<file path="src/thermal_pkg.sv">
// Shared constants for the thermal alert, alert-response and critical-shutdown logic
package thermal_pkg;
  // Fixed bus addresses (7-bit)
  localparam logic [6:0] OWN_ADDR = 7'h4C;
  localparam logic [6:0] ARA_ADDR = 7'h0C;
  // Register offsets
  localparam logic [7:0] OFS_LOCAL = 8'h00;
  localparam logic [7:0] OFS_REM_MSB = 8'h01;
  localparam logic [7:0] OFS_STATUS = 8'h02;
  localparam logic [7:0] OFS_CONFIG = 8'h03;
  localparam logic [7:0] OFS_LHS = 8'h05;
  localparam logic [7:0] OFS_RHS = 8'h07;
  localparam logic [7:0] OFS_REM_LSB = 8'h10;
  localparam logic [7:0] OFS_CRIT_SP = 8'h19;
  localparam logic [7:0] OFS_CRIT_HYST = 8'h21;
  localparam logic [7:0] OFS_ENH_CFG = 8'h45;
  localparam logic [7:0] OFS_FILT_CMP = 8'hBF;
  // Field positions
  localparam int CFG_MASK_BIT = 7;
  localparam int CFG_UNLOCK_BIT = 1;
  localparam int ENH_USF_BIT = 3;
  localparam int FC_CMP_BIT = 0;
  localparam int FC_FILT_LSB = 1;
  localparam int ST_BUSY_BIT = 7;
  localparam int ST_LHIGH_BIT = 6;
  localparam int ST_RHIGH_BIT = 4;
  localparam int ST_FAULT_BIT = 2;
  localparam int ST_CRIT_BIT = 1;
  // Reset values
  localparam logic [7:0] CRIT_SP_RESET = 8'h6E;
  localparam logic [7:0] CRIT_HYST_RESET = 8'h0A;
  localparam logic [7:0] LHS_RESET = 8'h46;
  localparam logic [7:0] RHS_RESET = 8'h55;
  // Saturation bounds in 1/32 degree and in whole degrees
  localparam logic signed [17:0] REM_S_MIN = -18'sh01000;
  localparam logic signed [17:0] REM_S_MAX = 18'sh00FFF;
  localparam logic signed [17:0] REM_U_MAX = 18'sh01FFF;
  localparam logic signed [17:0] INT_MIN = -18'sh00100;
  localparam logic signed [17:0] INT_MAX = 18'sh000FF;
  localparam logic signed [17:0] LOC_MIN = -18'sh00080;
  localparam logic signed [17:0] LOC_MAX = 18'sh0007F;
  localparam logic signed [17:0] ZERO18 = 18'sh00000;
endpackage

</file>
<file path="src/smb_link_if.sv">
// Link between the bus target front end and the alert core
`timescale 1ns/100ps
`default_nettype none
interface smb_link_if;
  logic alert_pending;
  logic ara_enable;
  logic ara_done;
  logic status_rd;
  logic [7:0] status_byte;
  modport target (input alert_pending, input ara_enable, input status_byte,
                  output ara_done, output status_rd);
  modport core (output alert_pending, output ara_enable, output status_byte,
                input ara_done, input status_rd);
endinterface
`default_nettype wire

</file>
<file path="src/smb_target.sv">
// Bus target: address match, alert response with bit check, status byte reads
`timescale 1ns/100ps
`default_nettype none
module smb_target
  import thermal_pkg::*;
(
  input wire logic ref_clk,
  input wire logic rst,
  input wire logic smb_clk,
  input wire logic smb_dat_in,
  output logic smb_dat_out,
  output logic smb_dat_oe,
  smb_link_if.target link
);
  typedef enum logic [2:0] {T_IDLE, T_ADDR, T_DECIDE, T_ACK, T_TX, T_MACK, T_RX, T_RXACK} tgt_e;
  typedef struct packed {
    logic [1:0] clk_sync;
    logic [1:0] dat_sync;
    logic clk_prev;
    logic dat_prev;
    tgt_e st;
    logic [2:0] cnt;
    logic [7:0] sh;
    logic is_ara;
    logic is_read;
    logic oe;
    logic ara_done;
    logic status_rd;
  } tgt_s;
  tgt_s r;
  tgt_s next_r;
  logic scl;
  logic sda;
  logic rise;
  logic fall;
  // Only the second stage of each synchroniser is looked at
  assign scl = r.clk_sync[1];
  assign sda = r.dat_sync[1];
  assign rise = scl & ~r.clk_prev;
  assign fall = ~scl & r.clk_prev;
  // Clock line is never driven: the pin is input only
  assign smb_dat_out = 1'b0;
  assign smb_dat_oe = r.oe;
  assign link.ara_done = r.ara_done;
  assign link.status_rd = r.status_rd;
  // Next state: bytes move on clock edges, start and stop win over all
  always_comb begin
    next_r = r;
    next_r.ara_done = 1'b0;
    next_r.status_rd = 1'b0;
    next_r.clk_sync = {r.clk_sync[0], smb_clk};
    next_r.dat_sync = {r.dat_sync[0], smb_dat_in};
    next_r.clk_prev = scl;
    next_r.dat_prev = sda;
    if (scl && r.clk_prev && r.dat_prev && !sda) begin
      next_r.st = T_ADDR;
      next_r.cnt = 3'd0;
      next_r.oe = 1'b0;
    end else if (scl && r.clk_prev && !r.dat_prev && sda) begin
      next_r.st = T_IDLE;
      next_r.oe = 1'b0;
    end else begin
      case (r.st)
        T_ADDR: begin
          if (rise) begin
            next_r.sh = {r.sh[6:0], sda};
            next_r.cnt = r.cnt + 3'd1;
            if (r.cnt == 3'd7) next_r.st = T_DECIDE;
          end
        end
        T_DECIDE: begin
          if (fall) begin
            next_r.is_read = r.sh[0];
            if (r.sh[7:1] == OWN_ADDR) begin
              next_r.oe = 1'b1;
              next_r.is_ara = 1'b0;
              next_r.st = T_ACK;
            end else if (r.sh[7:1] == ARA_ADDR && r.sh[0] && link.alert_pending
                         && link.ara_enable) begin
              next_r.oe = 1'b1;
              next_r.is_ara = 1'b1;
              next_r.st = T_ACK;
            end else begin
              next_r.st = T_IDLE;
            end
          end
        end
        T_ACK: begin
          if (fall) begin
            next_r.cnt = 3'd0;
            if (r.is_read) begin
              // Alert answer carries our own address
              next_r.sh = r.is_ara ? {OWN_ADDR, 1'b0} : link.status_byte;
              next_r.status_rd = ~r.is_ara;
              next_r.oe = r.is_ara ? ~OWN_ADDR[6] : ~link.status_byte[7];
              next_r.st = T_TX;
            end else begin
              next_r.oe = 1'b0;
              next_r.st = T_RX;
            end
          end
        end
        T_TX: begin
          if (rise) begin
            // A released one seen low means another sender won
            if (!r.oe && !sda) begin
              next_r.st = T_IDLE;
            end else begin
              next_r.sh = {r.sh[6:0], 1'b0};
              next_r.cnt = r.cnt + 3'd1;
              if (r.cnt == 3'd7) next_r.st = T_MACK;
            end
          end else if (fall) begin
            next_r.oe = ~r.sh[7];
          end
        end
        T_MACK: begin
          if (fall) begin
            next_r.oe = 1'b0;
          end else if (rise) begin
            next_r.ara_done = r.is_ara;
            next_r.st = (!sda && !r.is_ara) ? T_ACK : T_IDLE;
          end
        end
        T_RX: begin
          if (rise) begin
            next_r.cnt = r.cnt + 3'd1;
            if (r.cnt == 3'd7) next_r.st = T_RXACK;
          end
        end
        T_RXACK: begin
          if (fall) begin
            next_r.oe = 1'b1;
            next_r.st = T_ACK;
          end
        end
        default: next_r.st = T_IDLE;
      endcase
    end
  end
  // State register
  always_ff @(posedge ref_clk) begin
    if (rst) r <= '0;
    else r <= next_r;
  end
endmodule // smb_target
`default_nettype wire

</file>
<file path="src/thermal_alert_ara_crit_logic.sv">
// Alert, alert-response and critical-shutdown core of a remote-diode sensor
//
// Functional notes
// - Alert pin is open-drain, wired-AND capable.
// - Answer alert-response read with own address, release.
// - After answering, release alert and set mask.
// - Mask set keeps alert released until cleared.
// - Alert-response sequence: start, address read, ack, NACK.
// - Check each sent bit; only clean send masks.
// - Alert response address is 0001100, reserved.
// - Answer alert response only in interrupt mode.
// - Mask and alert config bit low after reset.
// - Critical output low while critical flag set.
// - Clear flag at setpoint minus hysteresis, 1 degree.
// - Critical limit locked until unlock bit set.
// - Format bit picks signed or unsigned limit.
// - Clock line is input only, never stretched.
// - Fixed slave address 1001100, not changeable.
// - Temperature left-justified 16-bit word, zero low bits.
// - Temperatures saturate, never wrap.
// - Filter on widens remote word to 13 bits.
// - Local and critical limit are whole-degree bytes.
// - Unmasked status bits, except busy and fault, alert.
`timescale 1ns/100ps
`default_nettype none
module thermal_alert_ara_crit_logic
  import thermal_pkg::*;
(
  input wire logic ref_clk,
  input wire logic rst,
  input wire logic [7:0] reg_addr,
  input wire logic [7:0] reg_wdata,
  input wire logic reg_wr,
  input wire logic reg_rd,
  output logic [7:0] reg_rdata,
  input wire logic conv_done,
  input wire logic conv_busy,
  input wire logic diode_fault,
  input wire logic signed [17:0] remote_meas,
  input wire logic signed [9:0] local_meas,
  input wire logic smb_clk,
  input wire logic smb_dat_in,
  output logic smb_dat_out,
  output logic smb_dat_oe,
  output logic alert_n_out,
  output logic alert_n_oe,
  output logic critical_shutdown_output_n_out,
  output logic critical_shutdown_output_n_oe
);

  // Whole state of the core
  typedef struct packed {
    logic alert_mask;          // Self-masking alert disable
    logic crit_limit_unlock;   // Lets the critical limit be written
    logic unsigned_format_select;
    logic cmp_mode;            // Alert config: high means comparator
    logic [1:0] filt;          // Remote filter setting
    logic [7:0] crit_sp;       // Critical setpoint, whole degrees
    logic [7:0] crit_hysteresis_value;
    logic [7:0] lhs;           // Local high setpoint
    logic [7:0] rhs;           // Remote high setpoint, whole degrees
    logic st_lh;               // Sticky local high
    logic st_rh;               // Sticky remote high
    logic diode_fault_flag;    // Sticky diode fault, never alerts
    logic live_lh;             // Last conversion local high
    logic live_rh;             // Last conversion remote high
    logic crit_status_flag;    // Hysteretic critical flag
    logic [7:0] local_t;       // Local reading
    logic [15:0] rem_word;     // Remote reading, left justified
    logic [7:0] rdata;         // Read data register
    logic alert_drv;           // Alert pull-down active
    logic crit_drv;            // Critical pull-down active
  } core_s;

  core_s r;
  core_s next_r;

  // Link to the bus front end
  smb_link_if link ();

  // Conversion-derived values
  logic signed [17:0] rem_sat;     // Remote, 1/32 degree, clamped
  logic signed [17:0] rem_int18;   // Remote, whole degrees, clamped
  logic signed [17:0] loc_sat;     // Local, whole degrees, clamped
  logic signed [10:0] rem_int;     // Remote whole degrees, 11 bit
  logic signed [10:0] crit_lim;    // Critical limit in chosen format
  logic signed [10:0] crit_clr;    // Level that clears the flag
  logic signed [10:0] rhs_lim;     // Remote high in chosen format
  logic [12:0] rem_code;           // 13 significant remote bits
  logic cond_lh;                   // Local above its setpoint
  logic cond_rh;                   // Remote above its setpoint
  logic cond_crit_set;             // Remote above critical limit
  logic cond_crit_clr;             // Remote at or below clear level
  logic status_read;               // Status read from either port
  logic [7:0] status_now;          // Status byte as it stands
  logic any_alert_bit;             // Sticky bits that may alert

  // Clamp a value between two bounds instead of letting it wrap
  function automatic logic signed [17:0] clamp18(
    input logic signed [17:0] v,
    input logic signed [17:0] lo,
    input logic signed [17:0] hi
  );
    logic signed [17:0] res;
    res = v;
    if (v < lo) res = lo;
    else if (v > hi) res = hi;
    return res;
  endfunction

  // Widen a whole-degree limit byte in signed or unsigned form
  function automatic logic signed [10:0] limit_ext(
    input logic [7:0] b,
    input logic uns
  );
    logic signed [10:0] res;
    res = uns ? signed'({3'b000, b}) : signed'({{3{b[7]}}, b});
    return res;
  endfunction

  // Bus front end: address decode, alert response and status byte
  smb_target u_target (
    .ref_clk(ref_clk),
    .rst(rst),
    .smb_clk(smb_clk),
    .smb_dat_in(smb_dat_in),
    .smb_dat_out(smb_dat_out),
    .smb_dat_oe(smb_dat_oe),
    .link(link.target)
  );

  // Only answer the alert response while we really pull the line
  assign link.alert_pending = r.alert_drv;
  // Comparator mode hides us from alert response reads
  assign link.ara_enable = ~r.cmp_mode;
  assign link.status_byte = status_now;

  // Open-drain pins only ever pull low
  assign alert_n_out = 1'b0;
  assign alert_n_oe = r.alert_drv;
  assign critical_shutdown_output_n_out = 1'b0;
  assign critical_shutdown_output_n_oe = r.crit_drv;
  assign reg_rdata = r.rdata;

  // Saturation and formatting of the new readings
  always_comb begin
    // Remote clamps to the range of the chosen format
    if (r.unsigned_format_select) begin
      rem_sat = clamp18(remote_meas, ZERO18, REM_U_MAX);
    end else begin
      rem_sat = clamp18(remote_meas, REM_S_MIN, REM_S_MAX);
    end
    // Unfiltered keeps eighth-degree steps, filtered 1/32
    rem_code = rem_sat[12:0];
    if (r.filt == 2'b00) begin
      rem_code[1:0] = 2'b00;
    end
    // Whole-degree remote for limit checks, floor toward minus
    rem_int18 = clamp18(remote_meas >>> 5, INT_MIN, INT_MAX);
    rem_int = rem_int18[10:0];
    // Local reading is a clamped signed byte
    loc_sat = clamp18({{8{local_meas[9]}}, local_meas}, LOC_MIN, LOC_MAX);
  end

  // Limit comparisons, all at one degree of resolution
  always_comb begin
    crit_lim = limit_ext(r.crit_sp, r.unsigned_format_select);
    // Hysteresis is a plain magnitude below the limit
    crit_clr = crit_lim - signed'({3'b000, r.crit_hysteresis_value});
    rhs_lim = limit_ext(r.rhs, r.unsigned_format_select);
    cond_crit_set = rem_int > crit_lim;
    cond_crit_clr = rem_int <= crit_clr;
    cond_rh = rem_int > rhs_lim;
    cond_lh = signed'(loc_sat[7:0]) > signed'(r.lhs);
  end

  // Status byte and the bits that may raise the alert
  always_comb begin
    status_now = 8'h00;
    status_now[ST_BUSY_BIT] = conv_busy;
    status_now[ST_LHIGH_BIT] = r.st_lh;
    status_now[ST_RHIGH_BIT] = r.st_rh;
    status_now[ST_FAULT_BIT] = r.diode_fault_flag;
    status_now[ST_CRIT_BIT] = r.crit_status_flag;
    // Busy and diode fault never take part
    any_alert_bit = r.st_lh | r.st_rh | r.crit_status_flag;
    status_read = (reg_rd && reg_addr == OFS_STATUS) || link.status_rd;
  end

  // Next state of the core
  always_comb begin
    next_r = r;

    // Register writes; the mask write comes first so hardware sets win
    if (reg_wr) begin
      if (reg_addr == OFS_CONFIG) begin
        next_r.alert_mask = reg_wdata[CFG_MASK_BIT];
        next_r.crit_limit_unlock = reg_wdata[CFG_UNLOCK_BIT];
      end else if (reg_addr == OFS_CRIT_SP) begin
        // Locked limit simply ignores the write
        if (r.crit_limit_unlock) begin
          next_r.crit_sp = reg_wdata;
        end
      end else if (reg_addr == OFS_CRIT_HYST) begin
        next_r.crit_hysteresis_value = reg_wdata;
      end else if (reg_addr == OFS_LHS) begin
        next_r.lhs = reg_wdata;
      end else if (reg_addr == OFS_RHS) begin
        next_r.rhs = reg_wdata;
      end else if (reg_addr == OFS_ENH_CFG) begin
        next_r.unsigned_format_select = reg_wdata[ENH_USF_BIT];
      end else if (reg_addr == OFS_FILT_CMP) begin
        next_r.cmp_mode = reg_wdata[FC_CMP_BIT];
        next_r.filt = reg_wdata[FC_FILT_LSB +: 2];
      end
    end

    // Status read clears the sticky bits before new events land
    if (status_read) begin
      next_r.st_lh = 1'b0;
      next_r.st_rh = 1'b0;
      next_r.diode_fault_flag = 1'b0;
      // Interrupt mode masks itself once a cause was seen
      if (!r.cmp_mode && any_alert_bit) begin
        next_r.alert_mask = 1'b1;
      end
    end

    // Fault flag is set by the detector and held; set wins over the read clear
    if (diode_fault) begin
      next_r.diode_fault_flag = 1'b1;
    end

    // End of a conversion: latch readings and evaluate limits
    if (conv_done) begin
      next_r.local_t = loc_sat[7:0];
      // Left-justified word, unused low bits zero
      next_r.rem_word = {rem_code, 3'b000};
      next_r.live_lh = cond_lh;
      next_r.live_rh = cond_rh;
      if (cond_lh) next_r.st_lh = 1'b1;
      if (cond_rh) next_r.st_rh = 1'b1;
      // Critical flag with hysteresis band
      if (cond_crit_set) begin
        next_r.crit_status_flag = 1'b1;
      end else if (cond_crit_clr) begin
        next_r.crit_status_flag = 1'b0;
      end
    end

    // Clean alert-response answer masks the alert
    if (link.ara_done) begin
      next_r.alert_mask = 1'b1;
    end

    // Alert pull-down: comparator follows live state, interrupt is sticky
    if (next_r.cmp_mode) begin
      next_r.alert_drv = ~next_r.alert_mask & (next_r.live_lh | next_r.live_rh
                         | next_r.crit_status_flag);
    end else begin
      next_r.alert_drv = ~next_r.alert_mask & (next_r.st_lh | next_r.st_rh
                         | next_r.crit_status_flag);
    end

    // Critical pin follows its flag, independent of the mask
    next_r.crit_drv = next_r.crit_status_flag;

    // Read data for the cycle after the strobe; unmapped reads give zero
    next_r.rdata = 8'h00;
    if (reg_rd) begin
      if (reg_addr == OFS_LOCAL) begin
        next_r.rdata = r.local_t;
      end else if (reg_addr == OFS_REM_MSB) begin
        next_r.rdata = r.rem_word[15:8];
      end else if (reg_addr == OFS_REM_LSB) begin
        next_r.rdata = r.rem_word[7:0];
      end else if (reg_addr == OFS_STATUS) begin
        next_r.rdata = status_now;
      end else if (reg_addr == OFS_CONFIG) begin
        next_r.rdata[CFG_MASK_BIT] = r.alert_mask;
        next_r.rdata[CFG_UNLOCK_BIT] = r.crit_limit_unlock;
      end else if (reg_addr == OFS_CRIT_SP) begin
        next_r.rdata = r.crit_sp;
      end else if (reg_addr == OFS_CRIT_HYST) begin
        next_r.rdata = r.crit_hysteresis_value;
      end else if (reg_addr == OFS_LHS) begin
        next_r.rdata = r.lhs;
      end else if (reg_addr == OFS_RHS) begin
        next_r.rdata = r.rhs;
      end else if (reg_addr == OFS_ENH_CFG) begin
        next_r.rdata[ENH_USF_BIT] = r.unsigned_format_select;
      end else if (reg_addr == OFS_FILT_CMP) begin
        next_r.rdata[FC_CMP_BIT] = r.cmp_mode;
        next_r.rdata[FC_FILT_LSB +: 2] = r.filt;
      end
    end
  end

  // State register; reset leaves alerting enabled in interrupt mode
  always_ff @(posedge ref_clk) begin
    if (rst) begin
      r <= '0;
      r.crit_sp <= CRIT_SP_RESET;
      r.crit_hysteresis_value <= CRIT_HYST_RESET;
      r.lhs <= LHS_RESET;
      r.rhs <= RHS_RESET;
    end else begin
      r <= next_r;
    end
  end

endmodule // thermal_alert_ara_crit_logic
`default_nettype wire

</file>
<file path="config.mk">
export PLATFORM = sky130hd
export DESIGN_NAME = thermal_alert_ara_crit_logic
export DESIGN_NICKNAME = d
export VERILOG_FILES = /design/src/thermal_pkg.sv /design/src/smb_link_if.sv /design/src/smb_target.sv /design/src/thermal_alert_ara_crit_logic.sv
export SDC_FILE = /design/constraint.sdc
export NUM_CORES = 1
export LEC_CHECK = 0
export ABC_AREA = 1
export BUFFER_PORTS_ARGS = -buffer_cell sky130_fd_sc_hd__buf_4
export CAP_MARGIN = 20
export CORE_ASPECT_RATIO = 0.9
export CORE_UTILIZATION = 40
export CTS_BUF_LIST = sky130_fd_sc_hd__clkbuf_4 sky130_fd_sc_hd__clkbuf_8
export DETAILED_ROUTE_END_ITERATION = 10
export HOLD_SLACK_MARGIN = 0.03
export SLEW_MARGIN = 20
export SYNTH_ARGS = -nofsm -noshare
export SYNTH_HDL_FRONTEND = slang
export SYNTH_SLANG_ARGS = --single-unit
</file>
<file path="constraint.sdc">
create_clock -name ref_clk -period 2.9 [get_ports ref_clk]
set_input_delay 0.435 -clock ref_clk [delete_from_list [all_inputs] [get_ports ref_clk]]
set_output_delay 0.435 -clock ref_clk [all_outputs]
set_load 0.02 [all_outputs]
</file>
==> results of run 1 <==
-- placed cells by master (no fill, tap or decap), types with 3 or more instances in the layout --
cell       instances
o21ai_0           92
clkinv_4           3
nand3b_1           3
a211oi_1           7
o211ai_1          26
clkinv_1           3
a22oi_1            3
inv_2             14
o2111ai_1          5
nand3_2            5
xor2_1             5
conb_1             3
nand2_2            9
inv_1            150
dfxtp_1           95
dfxtp_2            3
nor2_4             3
o22ai_1            5
a31oi_1           12
o21ai_1            9
nor3_1             8
nor2_2             6
buf_4             98
ha_4               5
o31ai_1            3
nand2_1          169
nor2_1            82
a21oi_1           75
nor4_1             3
ha_1              37
clkbuf_8          10
a21oi_2            7
nand3_1           36
nand4_1            9
-- final cells by class --
type	instances	area [µm²]	share of cell area, %
Timing Repair Buffer	99	756	10.0
Clock inverter	6	57.6	0.761
Clock buffer	10	138	1.82
Tap cell	202	253	3.34
Multi-Input combinational cell	652	3740	49.5
Inverter	167	627	8.29
Sequential cell	99	1990	26.3
-- worst max-delay path: stages, from the launching register on --
cell and delay [ps]:
dfxtp_2 350, inv_2 40, ha_4 150, fa_2 350, inv_2 60, nand3_2 60
nand2_2 80, a21oi_2 60, o21ai_2 120, a21o_1 150, a21oi_2 70, xor2_1 140
ha_1 300, nand2_1 60, nor2_2 90, nand4_1 130, a221oi_2 200, nand4_1 120
nand3_1 110, nand2_1 60, nand2_1 80, nand3_1 70, nand2_1 60, inv_1 30
-- cell families after synthesis --
family | after synthesis | synth area share (%)
XOR/XNOR | 7 | 0.955
AND/OR/NAND/NOR | 343 | 24.0
other | 1 | 0.0584
AO/OA/AOI/OAI | 256 | 22.9
adder cells (fa/ha/maj) | 43 | 8.49
flip-flops | 99 | 30.9
buffers and inverters | 203 | 12.6
-- flip-flops by register name (all words and copies together), names as in the netlist --
signal / cells
r: 61
u_target.r: 18
reg_rdata: 8
u_target.next_r: 4
link.status_byte: 3
alert_n_oe: 1
critical_shutdown_output_n_oe: 1
u_target.link.ara_done: 1
u_target.link.status_rd: 1
u_target.smb_dat_oe: 1
-- cell usage after synthesis, drive strengths merged --
master and count:
fa 1, nor4 6, conb 1, nor3 10
o211ai 26, nand3 41, o31ai 3, o21bai 1
a21o 2, ha 42, o22ai 5, nand4 9
a211oi 8, a31oi 12, a311oi 1, inv 164
and3 2, nand3b 4, a221oi 2, a21oi 82
clkbuf 20, nor2 91, dfxtp 99, a22oi 3
clkinv 3, o21ai 104, a31o 1, xor2 5
o2111ai 5, o221ai 1, xnor2 2, or2 1
nand2 179, buf 16
-- power by group through the flow --
stage | clock network [W] | registers (W) | logic, W
floorplan | 0 | 0.00152 | 0.000470
global placement | 0 | 0.00155 | 0.000663
detailed placement | 0 | 0.00154 | 0.000670
CTS | 0.000904 | 0.00151 | 0.000673
global route | 0.000953 | 0.00152 | 0.000770
finish | 0.000886 | 0.00151 | 0.000680
-- path summary, 6_finish.rpt --
check | start | endpoint | slack [ps] | cells past startpoint
hold reg to reg | u_target.next_r[22] | u_target.next_r[19] | 410 | 2
hold / removal | smb_dat_in | u_target.next_r[22] | 270 | 3
setup reg to reg | r[64] | alert_n_oe | -130 | 23
setup / recovery | r[64] | alert_n_oe | -130 | 23
-- layer usage --
layer  up-vias  part of all wire [%]
met3        21                   6.5
met1      2901                    53
li1       3297                     -
met4         0                   1.0
met2       197                    40
met5         -                     0
-- metrics by stage --
| stage | hold slack, ps | std cells | utilization, % | power (W) | area (µm²) |
|---|---|---|---|---|---|
| after floorplan | 388 | 954 | - | 0.00199 | 6450 |
| after global placement | 391 | 1217 | 46.7 | 0.00221 | 7250 |
| after detailed placement | 394 | 1217 | 46.7 | 0.00221 | 7250 |
| after CTS | 256 | 1235 | 48.2 | 0.00309 | 7490 |
| after global routing | 265 | 1235 | 48.6 | 0.00325 | 7560 |
| final | 267 | 1235 | 48.6 | 0.00308 | 7560 |
-- what timing repair did --
item                       CTS  global route
setup endpoints to repair    2             2
pin swaps                   12             3
gates resized for setup      7            13
hold buffers                 0             0
buffers inserted             2             0
==> flow_summary.toml, run 1 <==
[die]
rows = 43
die_h_um = 122
pin_count = 67
fp.dieW_um = 136
start_util_pct = 41.3
core_area_mm2 = 0.0155
die_area_mm2 = 0.0166

[placement]
portBuffers = 63
post-place-ws_ps = -190
hpwl_mm = 15.3
place_congestion = 0.915

[worst_setup_path]
cp.arrival_ps = 3320
critPathRequiredTime_ps = 3190
worstSetupPathType = "reg -> reg"
startpoint_type = "flop"
path_max_fanout = 2
crit_path_end_kind = "flop"

[grt]
grt_overflow = 0
grt_pass1_wl_mm = 30.3
grt_antenna_before_repair = 0
grt.total_usage_pct = 23.9
grt_pass1_vias = 5690
use_met3_pct = 3.59
use_met2_pct = 33.7
use_met1_pct = 37.7
top_usage_layer = "met1"
grt_max_degree = 40

[timing]
fin_crit_sh_pct = 105
rsz0062_at_grt = "true"
worst_slack_ps = -133
final.min_clock_period_ps = 3030
slew_headroom_pct = 50.6
tightest_slew_ps = 741
setup_viol = 2
setup_tns_ps = -202
skew_ps = 12.1
finalMaxSlewViolations = 0
final_hold_viol_count = 0
max_freq_ghz = 0.330

[logic_synthesis]
ys_seq_area_share_pct = 30.9
yosys_warnings = 0
syn-mean-instance-area_um2 = 6.75
ys_seq_elements = 99
synth_area_mm2 = 0.00642
yosysTopAreaCell = "dfxtp_1"
synth_top_area_share_pct = 30.9
synth_area_leaders = "dfxtp_1, nand2_1, inv_1, ha_1, o21ai_0"
ys_types = 49
syn_inst = 952

[clock_network]
clock_latency_ps = 380
clock-sinks = 99
clock_path_buffers = 2
cts.reportedPaths.clkPinSlew_ps = 100
cts-buffers-inserted = 9
cts-root-buf = "clkbuf_8"
cts_tree = "built"
ctsHtreeMaxLevel = 3

[pwr]
peakVddDrop_uv = 213
p_sw_w = 0.00103
p_seq_share_pct = 49.1
power.density_mw_per_mm2 = 407
p_leak_nw = 3.65
pwr-share-comb_pct = 22.1
internal_power_w = 0.00205
netSwitchingFraction_pct = 33.4
power.share.clock_pct = 28.8

[final_layout]
num-nets-final = 1124
drive_gt1_share_pct = 17.7
n_fill_cell = 1603
n_antenna_cell = 0
area_growth_pct = 17.7

[flow_run]
maxCapViolCount = 0

[detailed_routing]
post-route-drc-count = 0
viasPerCell = 5.20
ant_nets = 0
drt_wl_total_mm = 19.2
vias = 6416
drt-initial-drc-count = 486
dr.pass1.iters = 5
wl_per_cell_um = 15.6

[min_path]
min_path_type = "in -> reg"

[outcome]
status = "finished with violations"
violations = "setup timing"
No activity file was read; power rests on OpenSTA's default activity.
==> run 2, diff against run 1 <==
- CELL_PAD_IN_SITES_DETAIL_PLACEMENT: not set -> 1
- CELL_PAD_IN_SITES_GLOBAL_PLACEMENT: not set -> 1
- PLACE_DENSITY: not set -> 0.75
==> flow_summary.toml, run 2 (synthesis gave the netlist of run 1 again) <==
[clock_network]
cts-root-buf = "clkbuf_8"
clock_latency_ps = 390
ctsHtreeMaxLevel = 3
cts.reportedPaths.clkPinSlew_ps = 100
clock-sinks = 99
clock_path_buffers = 2
cts_hold_buffers = 0
cts-buffers-inserted = 9
cts_tree = "built"

[pwr]
peakVddDrop_uv = 250
power.density_mw_per_mm2 = 414
p_total_w = 0.00313
p_leak_nw = 3.66

[die]
core_area_mm2 = 0.0155
pin_count = 67
fp.dieW_um = 136
rows = 43
start_util_pct = 41.3
die_area_mm2 = 0.0166
die_h_um = 122

[worst_setup_path]
crit_path_max_incr_delay_ps = 350
cpMaxStageDelayCell = "dfxtp_2"
worstSetupPathType = "reg -> reg"
crit_path_end_kind = "flop"
path_max_fanout = 2
path_common_cell = "nand2_1"
crit_chain = "inv_2 -> ha_4 -> fa_2 -> inv_2 -> nand3_2 -> nand2_2 -> a21oi_2 -> o21ai_2 -> a21o_1 -> a21oi_2 -> xor2_1 -> ha_1 -> nand2_1 -> nor2_2 -> nand4_1 -> a221oi_2 -> nand4_1 -> nand3_1 -> nand2_1 -> nand2_1 -> nand3_1 -> nand2_1 -> inv_1"
startpoint_type = "flop"
cp.arrival_ps = 3340
critPathRequiredTime_ps = 3210

[detailed_routing]
dr.pass1.iters = 5
viasPerCell = 5.44
drt_wl_total_mm = 22.1
ant_nets = 0
drt-initial-drc-count = 482
vias = 6751
wl_per_cell_um = 17.8
post-route-drc-count = 0

[final_layout]
area_growth_pct = 17.8
n_fill_cell = 2062
seq_area_mm2 = 0.00198
num-nets-final = 1129
top_register = "r"
final_common_cell = "nand2_1"
drive_gt1_share_pct = 17.8
n_antenna_cell = 0
fin_area_mm2 = 0.00757
largest_register_ffs = 61
layout_common_cells = "nand2_1, inv_1, buf_4"
multi_input_area_mm2 = 0.00373

[placement]
portBuffers = 63
hpwl_mm = 17.8
place_area_mm2 = 0.00726
place_congestion = 0.939

[grt]
grt_pass1_wl_mm = 34.7
grt_max_degree = 32
grt_antenna_before_repair = 0
grt_overflow = 0
grt_pass1_vias = 6445
grt.total_usage_pct = 27.7

[timing]
setup_viol = 2
fin_crit_sh_pct = 105
final_hold_viol_count = 0
tightest_slew_ps = 729
worst_slack_ps = -131
rsz0062_at_grt = "true"
final.min_clock_period_ps = 3030
max_freq_ghz = 0.330
finalMaxSlewViolations = 0
slew_headroom_pct = 51.3
skew_ps = 8.14

[outcome]
violations = "setup timing"
status = "finished with violations"

[flow_run]
maxCapViolCount = 0

[min_path]
min_path_type = "in -> reg"
## run 2: through the flow
stage	std cells	TNS, ps	worst slack (ps)	hold slack, ps	util, %
2_1_floorplan	954	-54.7	-54.7	388	-
3_3_place_gp	1219	-237	-157	389	46.7
3_5_place_dp	1219	-484	-274	404	46.7
4_1_cts	1239	-120	-90.1	242	48.4
5_1_grt	1240	-528	-301	245	48.7
6_report	1240	-199	-131	255	48.7
## run 2: worst paths after layout
path / start / end / slack [ps] / cells past startpoint
hold reg to reg: u_target.next_r[24] / u_target.next_r[20] / 420 / 2
setup reg to reg: r[64] / alert_n_oe / -130 / 23
setup / recovery: r[64] / alert_n_oe / -130 / 23
hold / removal: smb_dat_in / u_target.next_r[22] / 250 / 3
## run 2: repair_timing
| item | in CTS | in global routing |
|---|---|---|
| setup endpoints to repair | 2 | 2 |
| gates resized for setup | 10 | 5 |
| pin swaps | 11 | 3 |
| setup buffers | 4 | 1 |
## run 2: layer usage
layer / GRT usage (%) / up-vias / routed length (µm)
met5: 0 / - / 0
met4: 6.95 / 0 / 337
met3: 4.42 / 28 / 1380
met2: 41.8 / 202 / 9280
met1: 40.6 / 3216 / 11100
li1: - / 3305 / -
## run 2: critical path, delay by kind of cell, from the launching register on
kind	cells	cell delay, ps
buffers and inverters	3	140
AO/OA/AOI/OAI	5	590
XOR/XNOR	1	150
AND/OR/NAND/NOR	11	890
adder cells (fa/ha/maj)	3	810
flip-flops	1	350
## run 2: final cells by class
type	instances	area share, %
multi-input cells	652	49.3
well taps	202	3.34
flip-flops and latches	99	26.2
inverters	167	8.29
repair buffers	104	10.3
clock inverters	6	0.728
clock buffers	10	1.82
## run 2: power breakdown
group / switching, W / internal, W
combinational: 0.000458 / 0.000248
clock: 0.000555 / 0.000354
sequential: 0.0000739 / 0.00145
total: 0.00109 / 0.00205
==> run 3, diff against run 2 <==
- ABC_CLOCK_PERIOD_IN_PS: not set -> 2800
- PLACE_DENSITY: 0.75 -> 0.72
- clock period: 2.9 -> 2.8 ns (I/O delays scaled with it)
==> flow_summary.toml, run 3 (synthesis gave the netlist of run 1 again) <==
[timing]
max_freq_ghz = 0.328
skew_ps = 8.54
setup_tns_ps = -399
setup_viol = 2
worst_slack_ps = -245
rsz0062_at_grt = "true"
fin_crit_sh_pct = 109
tightest_slew_ps = 535
final.min_clock_period_ps = 3050
finalMaxSlewViolations = 0
hold_ws_ps = 229
slew_headroom_pct = 64.0
final_hold_viol_count = 0

[worst_setup_path]
cpMaxStageDelayCell = "dfxtp_2"
cp.arrival_ps = 3350
critPathTopFamily = "simple AND/OR/NAND/NOR gates"
path_max_fanout = 2
crit_chain = "inv_2 -> ha_4 -> fa_2 -> inv_2 -> nand3_2 -> nand2_2 -> a21oi_2 -> o21ai_2 -> a21o_1 -> a21oi_2 -> xor2_1 -> ha_1 -> nand2_1 -> nor2_2 -> nand4_1 -> a221oi_2 -> nand4_1 -> nand3_1 -> nand2_1 -> nand2_2 -> nand3_1 -> nand2_1 -> inv_1"
critPathRequiredTime_ps = 3100
path_buf_inv = 3
path_common_cell = "nand2_1"
crit_path_end_kind = "flop"
crit_path_max_incr_delay_ps = 350
worstSetupPathType = "reg -> reg"
startpoint_type = "flop"

[placement]
place_congestion = 0.917
portBuffers = 63
hpwl_mm = 17.8

[final_layout]
layout_common_cells = "nand2_1, inv_1, buf_4"
multi_input_area_mm2 = 0.00373
n_antenna_cell = 0
top_register = "r"
final_common_cell = "nand2_1"
largest_register_ffs = 61
num-nets-final = 1135
drive_gt1_share_pct = 18.5
area_growth_pct = 18.8
n_fill_cell = 2079
seq_area_mm2 = 0.00198

[die]
start_util_pct = 41.3
pin_count = 67
fp.dieW_um = 136
rows = 43
die_h_um = 122
die_area_mm2 = 0.0166
core_area_mm2 = 0.0155

[detailed_routing]
post-route-drc-count = 0
vias = 6622
ant_nets = 0
wl_per_cell_um = 17.9
drt_wl_total_mm = 22.2
drt-initial-drc-count = 434
dr.pass1.iters = 5
viasPerCell = 5.31

[pwr]
internal_power_w = 0.00220
p_total_w = 0.00331
p_leak_nw = 3.69
peakVddDrop_uv = 269
netSwitchingFraction_pct = 33.6
pwr-share-comb_pct = 22.3
power.density_mw_per_mm2 = 434
power.share.clock_pct = 30.2
p_seq_share_pct = 47.5
p_sw_w = 0.00111

[outcome]
violations = "setup timing"
status = "finished with violations"

[grt]
use_met3_pct = 4.96
grt_pass1_vias = 6428
grt.total_usage_pct = 27.9
use_met1_pct = 42.2
top_usage_layer = "met1"
grt_max_degree = 36
use_met2_pct = 40.5
grt_pass1_wl_mm = 34.9
grt_overflow = 0
grt_antenna_before_repair = 0

[min_path]
min_path_type = "in -> reg"

[clock_network]
clock_latency_ps = 390
clock-sinks = 99
clock_path_buffers = 2
cts-root-buf = "clkbuf_8"
ctsHtreeMaxLevel = 3
cts.reportedPaths.clkPinSlew_ps = 100
cts_tree = "built"
cts-buffers-inserted = 9

[flow_run]
maxCapViolCount = 0
[run 3: cell types whose count changed in the layout (fill, tap and decap cells not counted), sizes merged]
cell / delta
buf: +6
bufinv: +1
inv: -1
[run 3: power by group through the flow]
stage	clock network (W)	logic, W	registers (W)
3_5_place_dp	0	0.000728	0.00160
2_1_floorplan	0	0.000487	0.00158
4_1_cts	0.00102	0.000733	0.00157
5_1_grt	0.00107	0.000838	0.00158
3_3_place_gp	0	0.000712	0.00160
6_report	0.000999	0.000739	0.00157
[run 3: worst register-to-register path: cells and delay by family, from the launching register on]
kind / cells / cell delay [ps]
xor+xnor: 1 / 140
flops: 1 / 350
fa+ha+maj: 3 / 810
simple gates: 11 / 940
buf+inv: 3 / 150
compound gates: 5 / 560
[run 3: area by class of cell]
| type | count | area share (%) |
|---|---|---|
| multi-input cells | 652 | 49.0 |
| flip-flops and latches | 99 | 26.0 |
| repair buffers | 110 | 10.8 |
| inverters | 167 | 8.22 |
| well taps | 202 | 3.31 |
| clock buffers | 10 | 1.72 |
| clock inverters | 6 | 0.935 |
[run 3: timing repair]
item,CTS,global route
gates resized for setup,11,3
pin swaps,11,0
setup endpoints to repair,2,2
hold buffers,0,0
buffers inserted,3,3
[run 3: per-layer routing]
layer | part of all wire (%) | vias up
met3 | 4.9 | 21
met4 | 1.4 | 0
met5 | 0 | -
met1 | 53 | 3132
met2 | 41 | 152
li1 | - | 3317
[run 3: stage by stage]
step                setup slack (ps)  instances  area (µm²)  util (%)
finish                          -245       1246        7630      49.1
global route                    -490       1246        7630      49.1
CTS                             -204       1243        7590      48.8
detailed placement              -383       1224        7300      47.0
global placement                -283       1224        7300      47.0
floorplan                       -138        954        6460         -
[run 3: worst paths after layout]
check,startpoint,to,slack [ps],cells past startpoint
setup / recovery,r[64],alert_n_oe,-250,23
hold reg to reg,u_target.next_r[22],u_target.next_r[19],410,2
hold / removal,smb_dat_in,u_target.next_r[22],230,3
setup reg to reg,r[64],alert_n_oe,-250,23
